==> src/uart_irq_dma_regs.vh <==
// Overview of operation
// [RL1] masked status register is read only; writes change nothing
// [RL2] masked status bit is raw state AND mask
// [RL3] after reset non-modem masked bits read zero; modem bits follow pins (here modem bits also read zero and set only on pin edges)
// [RL4] overrun 10, break 9, parity 8, framing 7, timeout 6, tx 5, rx 4
// [RL5] modem bits: set-ready 3, carrier 2, clear-to-send 1, ring 0
// [RL6] unused upper bits read zero in status, clear and dma registers
// [RL7] clear register write only; one clears interrupt, zero does nothing
// [RL8] clear bits use the same positions as status bits
// [RL9] dma control is read/write and resets to zero
// [RL10] dma control bit 0 enables receive dma requests
// [RL11] dma control bit 1 enables transmit dma requests
// [RL12] bit 2 blocks both receive requests while error interrupt is asserted
// [RL13] raw status reports each source before masking
// [RL14] mask bits set by one, cleared by zero, reset to zero
// [RL15] error interrupt is OR of masked overrun, break, parity, framing
`ifndef UART_IRQ_DMA_REGS_VH
`define UART_IRQ_DMA_REGS_VH
// =====================================================
// register offsets
`define RAW_STATUS_ADDR 4'h0
`define MASK_ADDR 4'h1
`define MASKED_STATUS_ADDR 4'h2
`define CLEAR_ADDR 4'h3
`define DMA_CONTROL_ADDR 4'h4
// =====================================================
// field positions
`define BIT_OVERRUN 10
`define BIT_BREAK 9
`define BIT_PARITY 8
`define BIT_FRAMING 7
`define BIT_RX_TIMEOUT 6
`define BIT_TX 5
`define BIT_RX 4
`define BIT_SET_READY 3
`define BIT_CARRIER 2
`define BIT_CLEAR_TO_SEND 1
`define BIT_RING 0
`define BIT_RX_DMA_ENABLE 0
`define BIT_TX_DMA_ENABLE 1
`define BIT_RX_DMA_STOP_ON_ERROR 2
// =====================================================
// reset values
`define MASK_RESET 11'h000
`define DMA_CONTROL_RESET 3'h0
`define IRQ_RESET 11'h000
`endif

==> src/irq_flag_bank.v <==
`default_nettype none
// =====================================================
// sticky flags: a set in the same cycle as a clear wins
module irq_flag_bank #(
    parameter WIDTH = 11
) (
    // clock and reset
    input wire clk_i,
    input wire reset_n_i,
    // events and clears
    input wire [WIDTH-1:0] set_i,
    input wire [WIDTH-1:0] clear_i,
    // state
    output reg [WIDTH-1:0] flag_o
);
    always @(posedge clk_i or negedge reset_n_i)
    begin
        if (!reset_n_i)
            flag_o <= {WIDTH{1'b0}};
        else
            flag_o <= (flag_o & ~clear_i) | set_i; // RL7
    end
endmodule // irq_flag_bank
`default_nettype wire

==> src/uart_irq_status_clear_dma_ctrl.v <==
`include "uart_irq_dma_regs.vh"
`default_nettype none
module uart_irq_status_clear_dma_ctrl (
    // clock and reset
    input wire clk_i,
    input wire reset_n_i,
    // register port
    input wire [3:0] addr_i,
    input wire [15:0] wdata_i,
    input wire write_i,
    input wire read_i,
    output reg [15:0] rdata_o,
    // interrupt events from the uart core, one-cycle pulses
    input wire overrun_irq_i,
    input wire break_irq_i,
    input wire parity_irq_i,
    input wire framing_irq_i,
    input wire rx_timeout_irq_i,
    input wire tx_irq_i,
    input wire rx_irq_i,
    // modem pins, asynchronous, active low
    input wire modem_set_ready_n_i,
    input wire modem_carrier_n_i,
    input wire modem_clear_to_send_n_i,
    input wire modem_ring_n_i,
    // dma requests from the fifo logic
    input wire rx_single_i,
    input wire rx_burst_i,
    input wire tx_single_i,
    input wire tx_burst_i,
    // dma request outputs
    output wire rx_dma_single_request_o,
    output wire rx_dma_burst_request_o,
    output wire tx_dma_single_request_o,
    output wire tx_dma_burst_request_o,
    // interrupt
    output wire irq_o
);
    // =====================================================
    // helpers: the index match serves the write strobes, the padding serves the read path
    // one-bit index match
    function addr_hit;
        input [3:0] addr;
        input [3:0] index;
        begin
            addr_hit = (addr == index);
        end
    endfunction
    // the 11 flag bits sit low in a 16-bit word; the rest read zero
    function [15:0] pad_status;
        input [10:0] value;
        begin
            pad_status = {5'h00, value}; // RL6
        end
    endfunction
    function [15:0] pad_dma;
        input [2:0] value;
        begin
            pad_dma = {13'h0000, value}; // RL6
        end
    endfunction
    // =====================================================
    // modem pins: two flip-flops, then one more stage for edge detection
    reg [3:0] modem_meta_r;
    reg [3:0] modem_sync_r;
    reg [3:0] modem_prev_r;
    reg modem_primed_r;
    wire [3:0] modem_pins;
    wire [3:0] modem_change;
    assign modem_pins = {modem_set_ready_n_i, modem_carrier_n_i,
                         modem_clear_to_send_n_i, modem_ring_n_i};
    // idle-high reset values, so leaving reset is not mistaken for an edge
    always @(posedge clk_i or negedge reset_n_i)
    begin
        if (!reset_n_i)
        begin
            modem_meta_r <= 4'hF;
            modem_sync_r <= 4'hF;
        end
        else
        begin
            modem_meta_r <= modem_pins;
            modem_sync_r <= modem_meta_r;
        end
    end
    always @(posedge clk_i or negedge reset_n_i)
    begin
        if (!reset_n_i)
        begin
            modem_prev_r <= 4'hF;
            modem_primed_r <= 1'b0;
        end
        else
        begin
            modem_prev_r <= modem_sync_r;
            modem_primed_r <= 1'b1;
        end
    end
    // changes are held off only in the first cycle after reset, while sync and prev still hold their reset values
    assign modem_change = modem_primed_r ? (modem_sync_r ^ modem_prev_r) : 4'h0; // RL3
    // =====================================================
    // modem interrupt sources
    // any edge on a pin raises its flag, in either direction
    wire set_ready_irq;
    wire carrier_irq;
    wire clear_to_send_irq;
    wire ring_irq;
    assign set_ready_irq = modem_change[3]; // RL5
    assign carrier_irq = modem_change[2]; // RL5
    assign clear_to_send_irq = modem_change[1]; // RL5
    assign ring_irq = modem_change[0]; // RL5
    // =====================================================
    // register state and write strobes
    reg [10:0] mask_r;
    reg [2:0] dma_control_r;
    wire write_mask;
    wire write_clear;
    wire write_dma;
    assign write_mask = write_i && addr_hit(addr_i, `MASK_ADDR); // RL14
    assign write_clear = write_i && addr_hit(addr_i, `CLEAR_ADDR); // RL7
    assign write_dma = write_i && addr_hit(addr_i, `DMA_CONTROL_ADDR); // RL9
    // =====================================================
    // clear bits; a zero in the written word leaves its flag alone
    wire overrun_clear;
    wire break_clear;
    wire parity_clear;
    wire framing_clear;
    wire rx_timeout_clear;
    wire tx_clear;
    wire rx_clear;
    wire set_ready_clear;
    wire carrier_clear;
    wire clear_to_send_clear;
    wire ring_clear;
    wire [10:0] clear_bits;
    assign overrun_clear = write_clear & wdata_i[`BIT_OVERRUN]; // RL8
    assign break_clear = write_clear & wdata_i[`BIT_BREAK]; // RL8
    assign parity_clear = write_clear & wdata_i[`BIT_PARITY]; // RL8
    assign framing_clear = write_clear & wdata_i[`BIT_FRAMING]; // RL8
    assign rx_timeout_clear = write_clear & wdata_i[`BIT_RX_TIMEOUT]; // RL8
    assign tx_clear = write_clear & wdata_i[`BIT_TX]; // RL8
    assign rx_clear = write_clear & wdata_i[`BIT_RX]; // RL8
    assign set_ready_clear = write_clear & wdata_i[`BIT_SET_READY]; // RL8
    assign carrier_clear = write_clear & wdata_i[`BIT_CARRIER]; // RL8
    assign clear_to_send_clear = write_clear & wdata_i[`BIT_CLEAR_TO_SEND]; // RL8
    assign ring_clear = write_clear & wdata_i[`BIT_RING]; // RL8
    assign clear_bits = {overrun_clear, break_clear, parity_clear, framing_clear, // RL7
                         rx_timeout_clear, tx_clear, rx_clear, set_ready_clear,
                         carrier_clear, clear_to_send_clear, ring_clear};
    // =====================================================
    // sticky raw flags; a new event beats a clear in the same cycle
    wire [10:0] events;
    wire [10:0] raw_status;
    assign events = {overrun_irq_i, break_irq_i, parity_irq_i, framing_irq_i, // RL4
                     rx_timeout_irq_i, tx_irq_i, rx_irq_i,
                     set_ready_irq, carrier_irq,
                     clear_to_send_irq, ring_irq}; // RL5
    irq_flag_bank #(
        .WIDTH(11)
    ) flags (
        .clk_i(clk_i),
        .reset_n_i(reset_n_i),
        .set_i(events),
        .clear_i(clear_bits),
        .flag_o(raw_status) // RL13
    );
    // =====================================================
    // masked status, one named bit per source
    // modem bits read zero after reset and only follow pin edges
    wire [10:0] gated_status;
    wire overrun_masked;
    wire break_masked;
    wire parity_masked;
    wire framing_masked;
    wire rx_timeout_masked;
    wire tx_masked;
    wire rx_masked;
    wire set_ready_masked;
    wire carrier_masked;
    wire clear_to_send_masked;
    wire ring_masked;
    wire [10:0] masked_status;
    assign gated_status = raw_status & mask_r; // RL2
    assign overrun_masked = gated_status[`BIT_OVERRUN];
    assign break_masked = gated_status[`BIT_BREAK];
    assign parity_masked = gated_status[`BIT_PARITY];
    assign framing_masked = gated_status[`BIT_FRAMING];
    assign rx_timeout_masked = gated_status[`BIT_RX_TIMEOUT];
    assign tx_masked = gated_status[`BIT_TX];
    assign rx_masked = gated_status[`BIT_RX];
    assign set_ready_masked = gated_status[`BIT_SET_READY];
    assign carrier_masked = gated_status[`BIT_CARRIER];
    assign clear_to_send_masked = gated_status[`BIT_CLEAR_TO_SEND];
    assign ring_masked = gated_status[`BIT_RING];
    assign masked_status = {overrun_masked, break_masked, parity_masked, framing_masked, // RL4
                            rx_timeout_masked, tx_masked, rx_masked, set_ready_masked,
                            carrier_masked, clear_to_send_masked, ring_masked}; // RL5
    // =====================================================
    // error interrupt and the single interrupt line
    // the error line only sees sources that software has let through
    wire error_irq;
    assign error_irq = overrun_masked | break_masked | parity_masked | framing_masked; // RL15
    assign irq_o = |masked_status;
    // =====================================================
    // dma control fields
    wire rx_dma_enable;
    wire tx_dma_enable;
    wire rx_dma_stop_on_error;
    assign rx_dma_enable = dma_control_r[`BIT_RX_DMA_ENABLE]; // RL10
    assign tx_dma_enable = dma_control_r[`BIT_TX_DMA_ENABLE]; // RL11
    assign rx_dma_stop_on_error = dma_control_r[`BIT_RX_DMA_STOP_ON_ERROR]; // RL12
    // =====================================================
    // next values of the writable registers
    // defaults hold; a write to either status index changes nothing
    reg [10:0] mask_nxt;
    reg [2:0] dma_control_nxt;
    always @*
    begin
        mask_nxt = mask_r; // RL1
        dma_control_nxt = dma_control_r;
        if (write_mask)
        begin
            mask_nxt = wdata_i[10:0]; // RL14
        end
        if (write_dma)
        begin
            dma_control_nxt = wdata_i[2:0]; // RL9
        end
    end
    // =====================================================
    // register state
    always @(posedge clk_i or negedge reset_n_i)
    begin
        if (!reset_n_i)
        begin
            mask_r <= `MASK_RESET; // RL14
            dma_control_r <= `DMA_CONTROL_RESET; // RL9
        end
        else
        begin
            mask_r <= mask_nxt;
            dma_control_r <= dma_control_nxt;
        end
    end
    // =====================================================
    // read data, registered, standing only in the cycle after the strobe
    reg [15:0] rdata_nxt;
    always @*
    begin
        rdata_nxt = 16'h0000;
        if (read_i)
        begin
            case (addr_i)
                `RAW_STATUS_ADDR:
                begin
                    rdata_nxt = pad_status(raw_status); // RL13
                end
                `MASK_ADDR:
                begin
                    rdata_nxt = pad_status(mask_r); // RL14
                end
                `MASKED_STATUS_ADDR:
                begin
                    rdata_nxt = pad_status(masked_status); // RL2
                end
                // write only, so software never sees the strobes it wrote
                `CLEAR_ADDR:
                begin
                    rdata_nxt = 16'h0000; // RL7
                end
                `DMA_CONTROL_ADDR:
                begin
                    rdata_nxt = pad_dma(dma_control_r); // RL9
                end
                default:
                begin
                    rdata_nxt = 16'h0000;
                end
            endcase
        end
    end
    always @(posedge clk_i or negedge reset_n_i)
    begin
        if (!reset_n_i)
        begin
            rdata_o <= 16'h0000;
        end
        else
        begin
            rdata_o <= rdata_nxt;
        end
    end
    // =====================================================
    // dma request gating; combinational so a request drops in the cycle
    // the error appears, at the cost of a path from the flags to the pins
    wire rx_blocked;
    wire rx_allow;
    wire tx_allow;
    assign rx_blocked = rx_dma_stop_on_error & error_irq; // RL12
    assign rx_allow = rx_dma_enable & ~rx_blocked; // RL10
    assign tx_allow = tx_dma_enable; // RL11
    assign rx_dma_single_request_o = rx_allow & rx_single_i; // RL12
    assign rx_dma_burst_request_o = rx_allow & rx_burst_i; // RL12
    assign tx_dma_single_request_o = tx_allow & tx_single_i; // RL11
    assign tx_dma_burst_request_o = tx_allow & tx_burst_i; // RL11
endmodule // uart_irq_status_clear_dma_ctrl
`default_nettype wire

==> config.mk <==
export PLATFORM = sky130hd
export DESIGN_NAME = uart_irq_status_clear_dma_ctrl
export DESIGN_NICKNAME = d
export VERILOG_FILES = /design/src/irq_flag_bank.v /design/src/uart_irq_status_clear_dma_ctrl.v
export VERILOG_INCLUDE_DIRS = /design/src /design/src/src
export SDC_FILE = /design/constraint.sdc
export NUM_CORES = 1
export LEC_CHECK = 0
export ABC_AREA = 1
export ABC_CLOCK_PERIOD_IN_PS = 1100
export BUFFER_PORTS_ARGS = -buffer_cell sky130_fd_sc_hd__buf_2
export CORE_MARGIN = 5
export CORE_UTILIZATION = 52
export DETAILED_ROUTE_END_ITERATION = 12
export GPL_TIMING_DRIVEN = 0
export PLACE_DENSITY = 0.79
export SLEW_MARGIN = 5
export SYNTH_ARGS = -nofsm -noshare
export SYNTH_HDL_FRONTEND = slang
export SYNTH_SLANG_ARGS = --single-unit
==> constraint.sdc <==
create_clock -name clk_i -period 1.1 [get_ports clk_i]
set_input_delay 0.22 -clock clk_i [delete_from_list [all_inputs] [get_ports clk_i]]
set_output_delay 0.22 -clock clk_i [all_outputs]
set_load 0.01 [all_outputs]
## Yosys cells after proc, flatten, opt, wreduce, memory -nomap -nowiden

Cells that the tools add are included.

| cells by class | value |
|---|---|
| eq/ne operators | 4 |
| muxes and demuxes | 3 |
| bitwise operators | 26 |
| reduce and logical (&&, ||, !) cells | 5 |

Operators by type and width:

| operator | number |
|---|---|
| case mux 11 bit (4 select lines) | 1 |
| bitwise AND 11 bit | 2 |
| bitwise AND 1 bit | 17 |
| 2-to-1 mux 16 bit | 1 |
| inverter 11 bit | 1 |
| bitwise OR 11 bit | 1 |
| OR reduction 11 bit | 1 |
| == test 4 x 2 -> 1 bit, second input constant | 2 |
| == test 4 x 1 -> 1 bit, second input constant | 1 |
| == test 4 x 3 -> 1 bit, second input constant | 1 |
| logical NOT 4 bit | 1 |
| 2-to-1 mux 4 bit | 1 |
| bitwise XOR 4 bit | 1 |
| logical AND 1 bit | 3 |
| bitwise OR 1 bit | 3 |
| inverter 1 bit | 1 |

| word-level totals | value |
|---|---|
| flip-flop bits (word level) | 54 |
| input bits | 39 |
| output and inout port bits | 21 |
| word-level logic and storage cells | 46 |

## Depth between registers and ports, before layout

| depth | value |
|---|---|
| word-level depth | 8 |
| mapped depth | 7 |
| depth with buffers taken out | 6 |

## Modules after synthesis

From an unflattened synthesis, not the netlist that was laid out.

| second synthesis, totals | value |
|---|---|
| cell total of the unflattened synthesis | 298 |
| area, all modules | 2332.2 µm² |

By module, submodules not included:

| module | times used | cells an instance | area each (µm²) | sequential area each (µm²) |
|---|---|---|---|---|
| uart_irq_status_clear_dma_ctrl | 1 | 243 | 1891.8 | 965.9 |
| irq_flag_bank | 1 | 55 | 440.4 | 275.3 |

## Least setup slack after synthesis

No wires, ideal clock.

| timing path | value |
|---|---|
| path type | flip-flop to output port |
| start | reg mask_r[8] |
| end | out rx_dma_burst_request_o |
| arrival | 0.847 ns |
| required time | 0.880 ns |
| path slack | 0.033 ns |
| cell stages (with the launch flop) | 6 |
| buffers on the path | 0 |
| cell sequence | dfrtp_1 > nand2_1 > nand2_1 > o21ai_1 > nand2_1 > nor2_1 |

| on the way | value |
|---|---|
| longest elaborated chain between the ends | 7 |

RTL lines:

| element | line | source |
|---|---|---|
| from (decl) | uart_irq_status_clear_dma_ctrl.v:114 | `reg [10:0] mask_r;` |
| from (signal assigned) | uart_irq_status_clear_dma_ctrl.v:236 | `` mask_r <= `MASK_RESET; `` |
| from (signal assigned) | uart_irq_status_clear_dma_ctrl.v:241 | `mask_r <= mask_nxt;` |
| bitwise AND 11 bit | uart_irq_status_clear_dma_ctrl.v:183 | `assign gated_status = raw_status & mask_r;` |
| bitwise OR 1 bit (2 in series) | uart_irq_status_clear_dma_ctrl.v:202 | `assign error_irq = overrun_masked \| break_masked \| parity_masked \| framing_masked;` |
| bitwise AND 1 bit | uart_irq_status_clear_dma_ctrl.v:299 | `assign rx_blocked = rx_dma_stop_on_error & error_irq;` |
| inverter 1 bit | uart_irq_status_clear_dma_ctrl.v:300 | `assign rx_allow = rx_dma_enable & ~rx_blocked;` |
| bitwise AND 1 bit | uart_irq_status_clear_dma_ctrl.v:300 |  |
| bitwise AND 1 bit | uart_irq_status_clear_dma_ctrl.v:303 | `assign rx_dma_burst_request_o = rx_allow & rx_burst_i;` |
| to (decl) | uart_irq_status_clear_dma_ctrl.v:33 | `output wire rx_dma_burst_request_o,` |

Every way passes these cells.

## Worst setup path after layout

| timing path | value |
|---|---|
| start | reg flags.flag_o[7] |
| end | out rx_dma_single_request_o |

| on the way | value |
|---|---|
| longest elaborated chain between the ends | 6 |

RTL lines:

| element | line | source |
|---|---|---|
| from (decl) | irq_flag_bank.v:14 | `output reg [WIDTH-1:0] flag_o` |
| from (signal assigned) | irq_flag_bank.v:19 | `flag_o <= {WIDTH{1'b0}};` |
| from (signal assigned) | irq_flag_bank.v:21 | `flag_o <= (flag_o & ~clear_i) \| set_i;` |
| bitwise AND 11 bit | uart_irq_status_clear_dma_ctrl.v:183 |  |
| bitwise OR 1 bit | uart_irq_status_clear_dma_ctrl.v:202 |  |
| bitwise AND 1 bit | uart_irq_status_clear_dma_ctrl.v:299 |  |
| inverter 1 bit | uart_irq_status_clear_dma_ctrl.v:300 |  |
| bitwise AND 1 bit | uart_irq_status_clear_dma_ctrl.v:300 |  |
| bitwise AND 1 bit | uart_irq_status_clear_dma_ctrl.v:302 | `assign rx_dma_single_request_o = rx_allow & rx_single_i;` |
| to (decl) | uart_irq_status_clear_dma_ctrl.v:32 | `output wire rx_dma_single_request_o,` |

Every way passes these cells.

==> run metrics <==
Initial DRT Pass Iterations=4; Worst Setup Start Kind=flip-flop; register area share after synthesis=a little over half; Layout area overhead=26.7%; Critical Setup Path Class=reg2out; CP max-delay cell=dfrtp_1; CP required=0.88 ns; CTS tree=built; max cap viols=0; crit-path max cell delay=0.41 ns; dpl ws=-0.186 ns; Placed Cells incl. Taps=approximately 390; Worst Setup End Kind=output port; f_max=646 MHz; Crit path max-delay family=flip-flops; largest net degree at the start of global routing=50; Vias/cell=between 5 and 6; endpoints failing hold=0; via count=around 2100; WL final=5470 µm; Row Count=24; drc violations=0; Netlist Area Pre-Place=about 2300 µm²; Max Slew Vio Count=0; Power per Cell Area=about 1400 nW/µm²; all-layer global routing usage=around 20%; Initial Util=around 53%; Worst Skew=approximately 0.0064 ns; Die ar.=between 5000 and 6000 µm²; initial antenna violation count=0; Final ANT Viol Nets=0; Clock Pin Slew Worst Setup and Hold Paths=roughly 0.080 ns; Hold WC Path Type=in2reg; Synth Register Bits=49; worst IR drop on VDD=~0.84 mV; Port Buf Inserts=between 40 and 50; multi-input logic area=861 µm²; Core Box Area=approximately 4400 µm²; fin nets=about 400; CP Max Fanout=2; most frequent cells in the layout=72 x nand2_1, 50 x buf_2, 43 x nand3_1; CTS max path bufs=2; dpl cell area=around 2600 µm²; commonest non-fill, non-tap cell in the layout=nand2_1; Core Util, Final=around two thirds; final worst slack=-0.447 ns; GRT overflow=0; number of CTS-inserted buffers=5; Yosys cell types=20; Setup TNS Final=-1.36 ns; H-tree levels=2; critical path startpoint=flags.flag_o[7]; Leakage=~1.6 nW; Hold WS=approximately 0.014 ns; drt initial violations=about 240; Antenna Cells=0; vias in the first global route=2010; GPL Wtd Cong=0.828; final instance area=2950 µm²; hpwl dp=3540 µm; Final min period=around 1.5 ns; RSZ-0062 raised after global routing=yes; hold_sp=modem_clear_to_send_n_i; status=finished, violations left; layout cells sized above 1=approximately 33%; Die Width=about 77 µm; WL/cell=~13 µm; non-filler cells, final=between 400 and 500; reg2reg start=mask_r[8]; Ys Warns=0; Synth Instances=between 200 and 300; Slew headroom=between 30% and 40%; CTS root buffer=clkbuf_8; boundary pin count=60; crit path cell chain=nand2_2, nand2_2, o21ai_2, nand2_1, nor2_1, buf_2; failing checks=negative setup slack; mean post-synth cell area=8.25 µm²; final setup violation count=5; Critical Path Most Common Cell=nand2_2; Fillers=about 340; die height=76.9 µm; Tcrit/Tclk final=141%; Worst-Margin Slew=1.04 ns; crit path DAT=about 1.3 ns; total power=a little over 4 mW; first-pass GRT wire length=around 9300 µm; register area=1240 µm²; Clock Latency Late Sink=0.30 ns; clock sinks=just under 50; CP Buf/Inv Count=1
-- worst reg2reg max path, stage by stage (launching register included) --
cell and delay (ns):
dfrtp_1 0.42, buf_4 0.15, buf_4 0.13, nand3_1 0.07, nand3_1 0.07, nand2_1 0.06
inv_1 0.04
-- per-layer routing --
layer	vias to the layer above	global-route usage (%)	routed length [µm]
met5	-	0	0
met4	0	5.94	46
met3	5	4.68	442
met2	81	33.3	2800
met1	962	24.4	2180
li1	1029	-	-
-- Yosys cell counts --
cell	count	area, µm²
nand2_1	76	285
inv_2	2	7.51
clkbuf_1	1	3.75
o21ai_1	26	130
buf_1	1	3.75
nor3_1	2	10.0
dfstp_2	12	315
or2_2	4	25.0
buf_4	9	67.6
nor2_2	3	18.8
nor2_4	3	33.8
dfrtp_1	37	926
nand3_1	43	215
buf_6	2	22.5
nand3b_1	7	52.6
conb_1	2	7.51
buf_2	3	15.0
nand2_2	1	6.26
nor2_1	10	37.5
inv_1	38	143
-- final cells by class --
type	count	share of cell area, %
tap	52	2.21
sequential	49	42.1
clock buffer	8	3.78
timing repair buffer	69	13.8
inverter	40	5.09
multi-input combinational	181	29.2
buffer	16	3.82
-- flip-flops by register name, summed over array words and instances, names as in the netlist --
signal	count
modem_primed_r	1
modem_prev_r	4
modem_meta_r	4
mask_r	11
dma_control_r	3
rdata_o	11
flags.flag_o	11
modem_sync_r	4
-- worst paths after layout --
kind	to	slack (ns)	cells after the start
min in group asynchronous	flags.flag_o[9]	0.10	1
max in group asynchronous	flags.flag_o[1]	0.36	1
min	modem_meta_r[1]	0.01	1
min reg2reg	modem_sync_r[1]	0.36	0
max reg2reg	rdata_o[8]	0.07	6
max	rx_dma_single_request_o	-0.45	6
-- power breakdown --
group | internal, mW | switching, mW
Combinational | 0.373 | 0.454
Sequential | 1.97 | 0.106
Clock | 0.650 | 0.574
Total | 2.99 | 1.13
-- logic make-up (layout without fill, tap and decap cells) --
kind of cell	after synthesis	after routing	share of synthesized area (%)
AO/OA/AOI/OAI	26	26	5.59
buffers and inverters	56	133	11.3
flip-flops	49	49	53.4
other	2	6	0.323
AND/OR/NAND/NOR	149	149	29.4
-- what timing repair did --
action | CTS | global route
resized for setup | 5 | 3
setup buffers | 18 | 2
pin swaps | 4 | 1
hold endpoints to repair | 0 | 1
hold buffers | 0 | 1
endpoints found under the setup margin | 5 | 5
No activity file was read; power rests on OpenSTA's default activity.
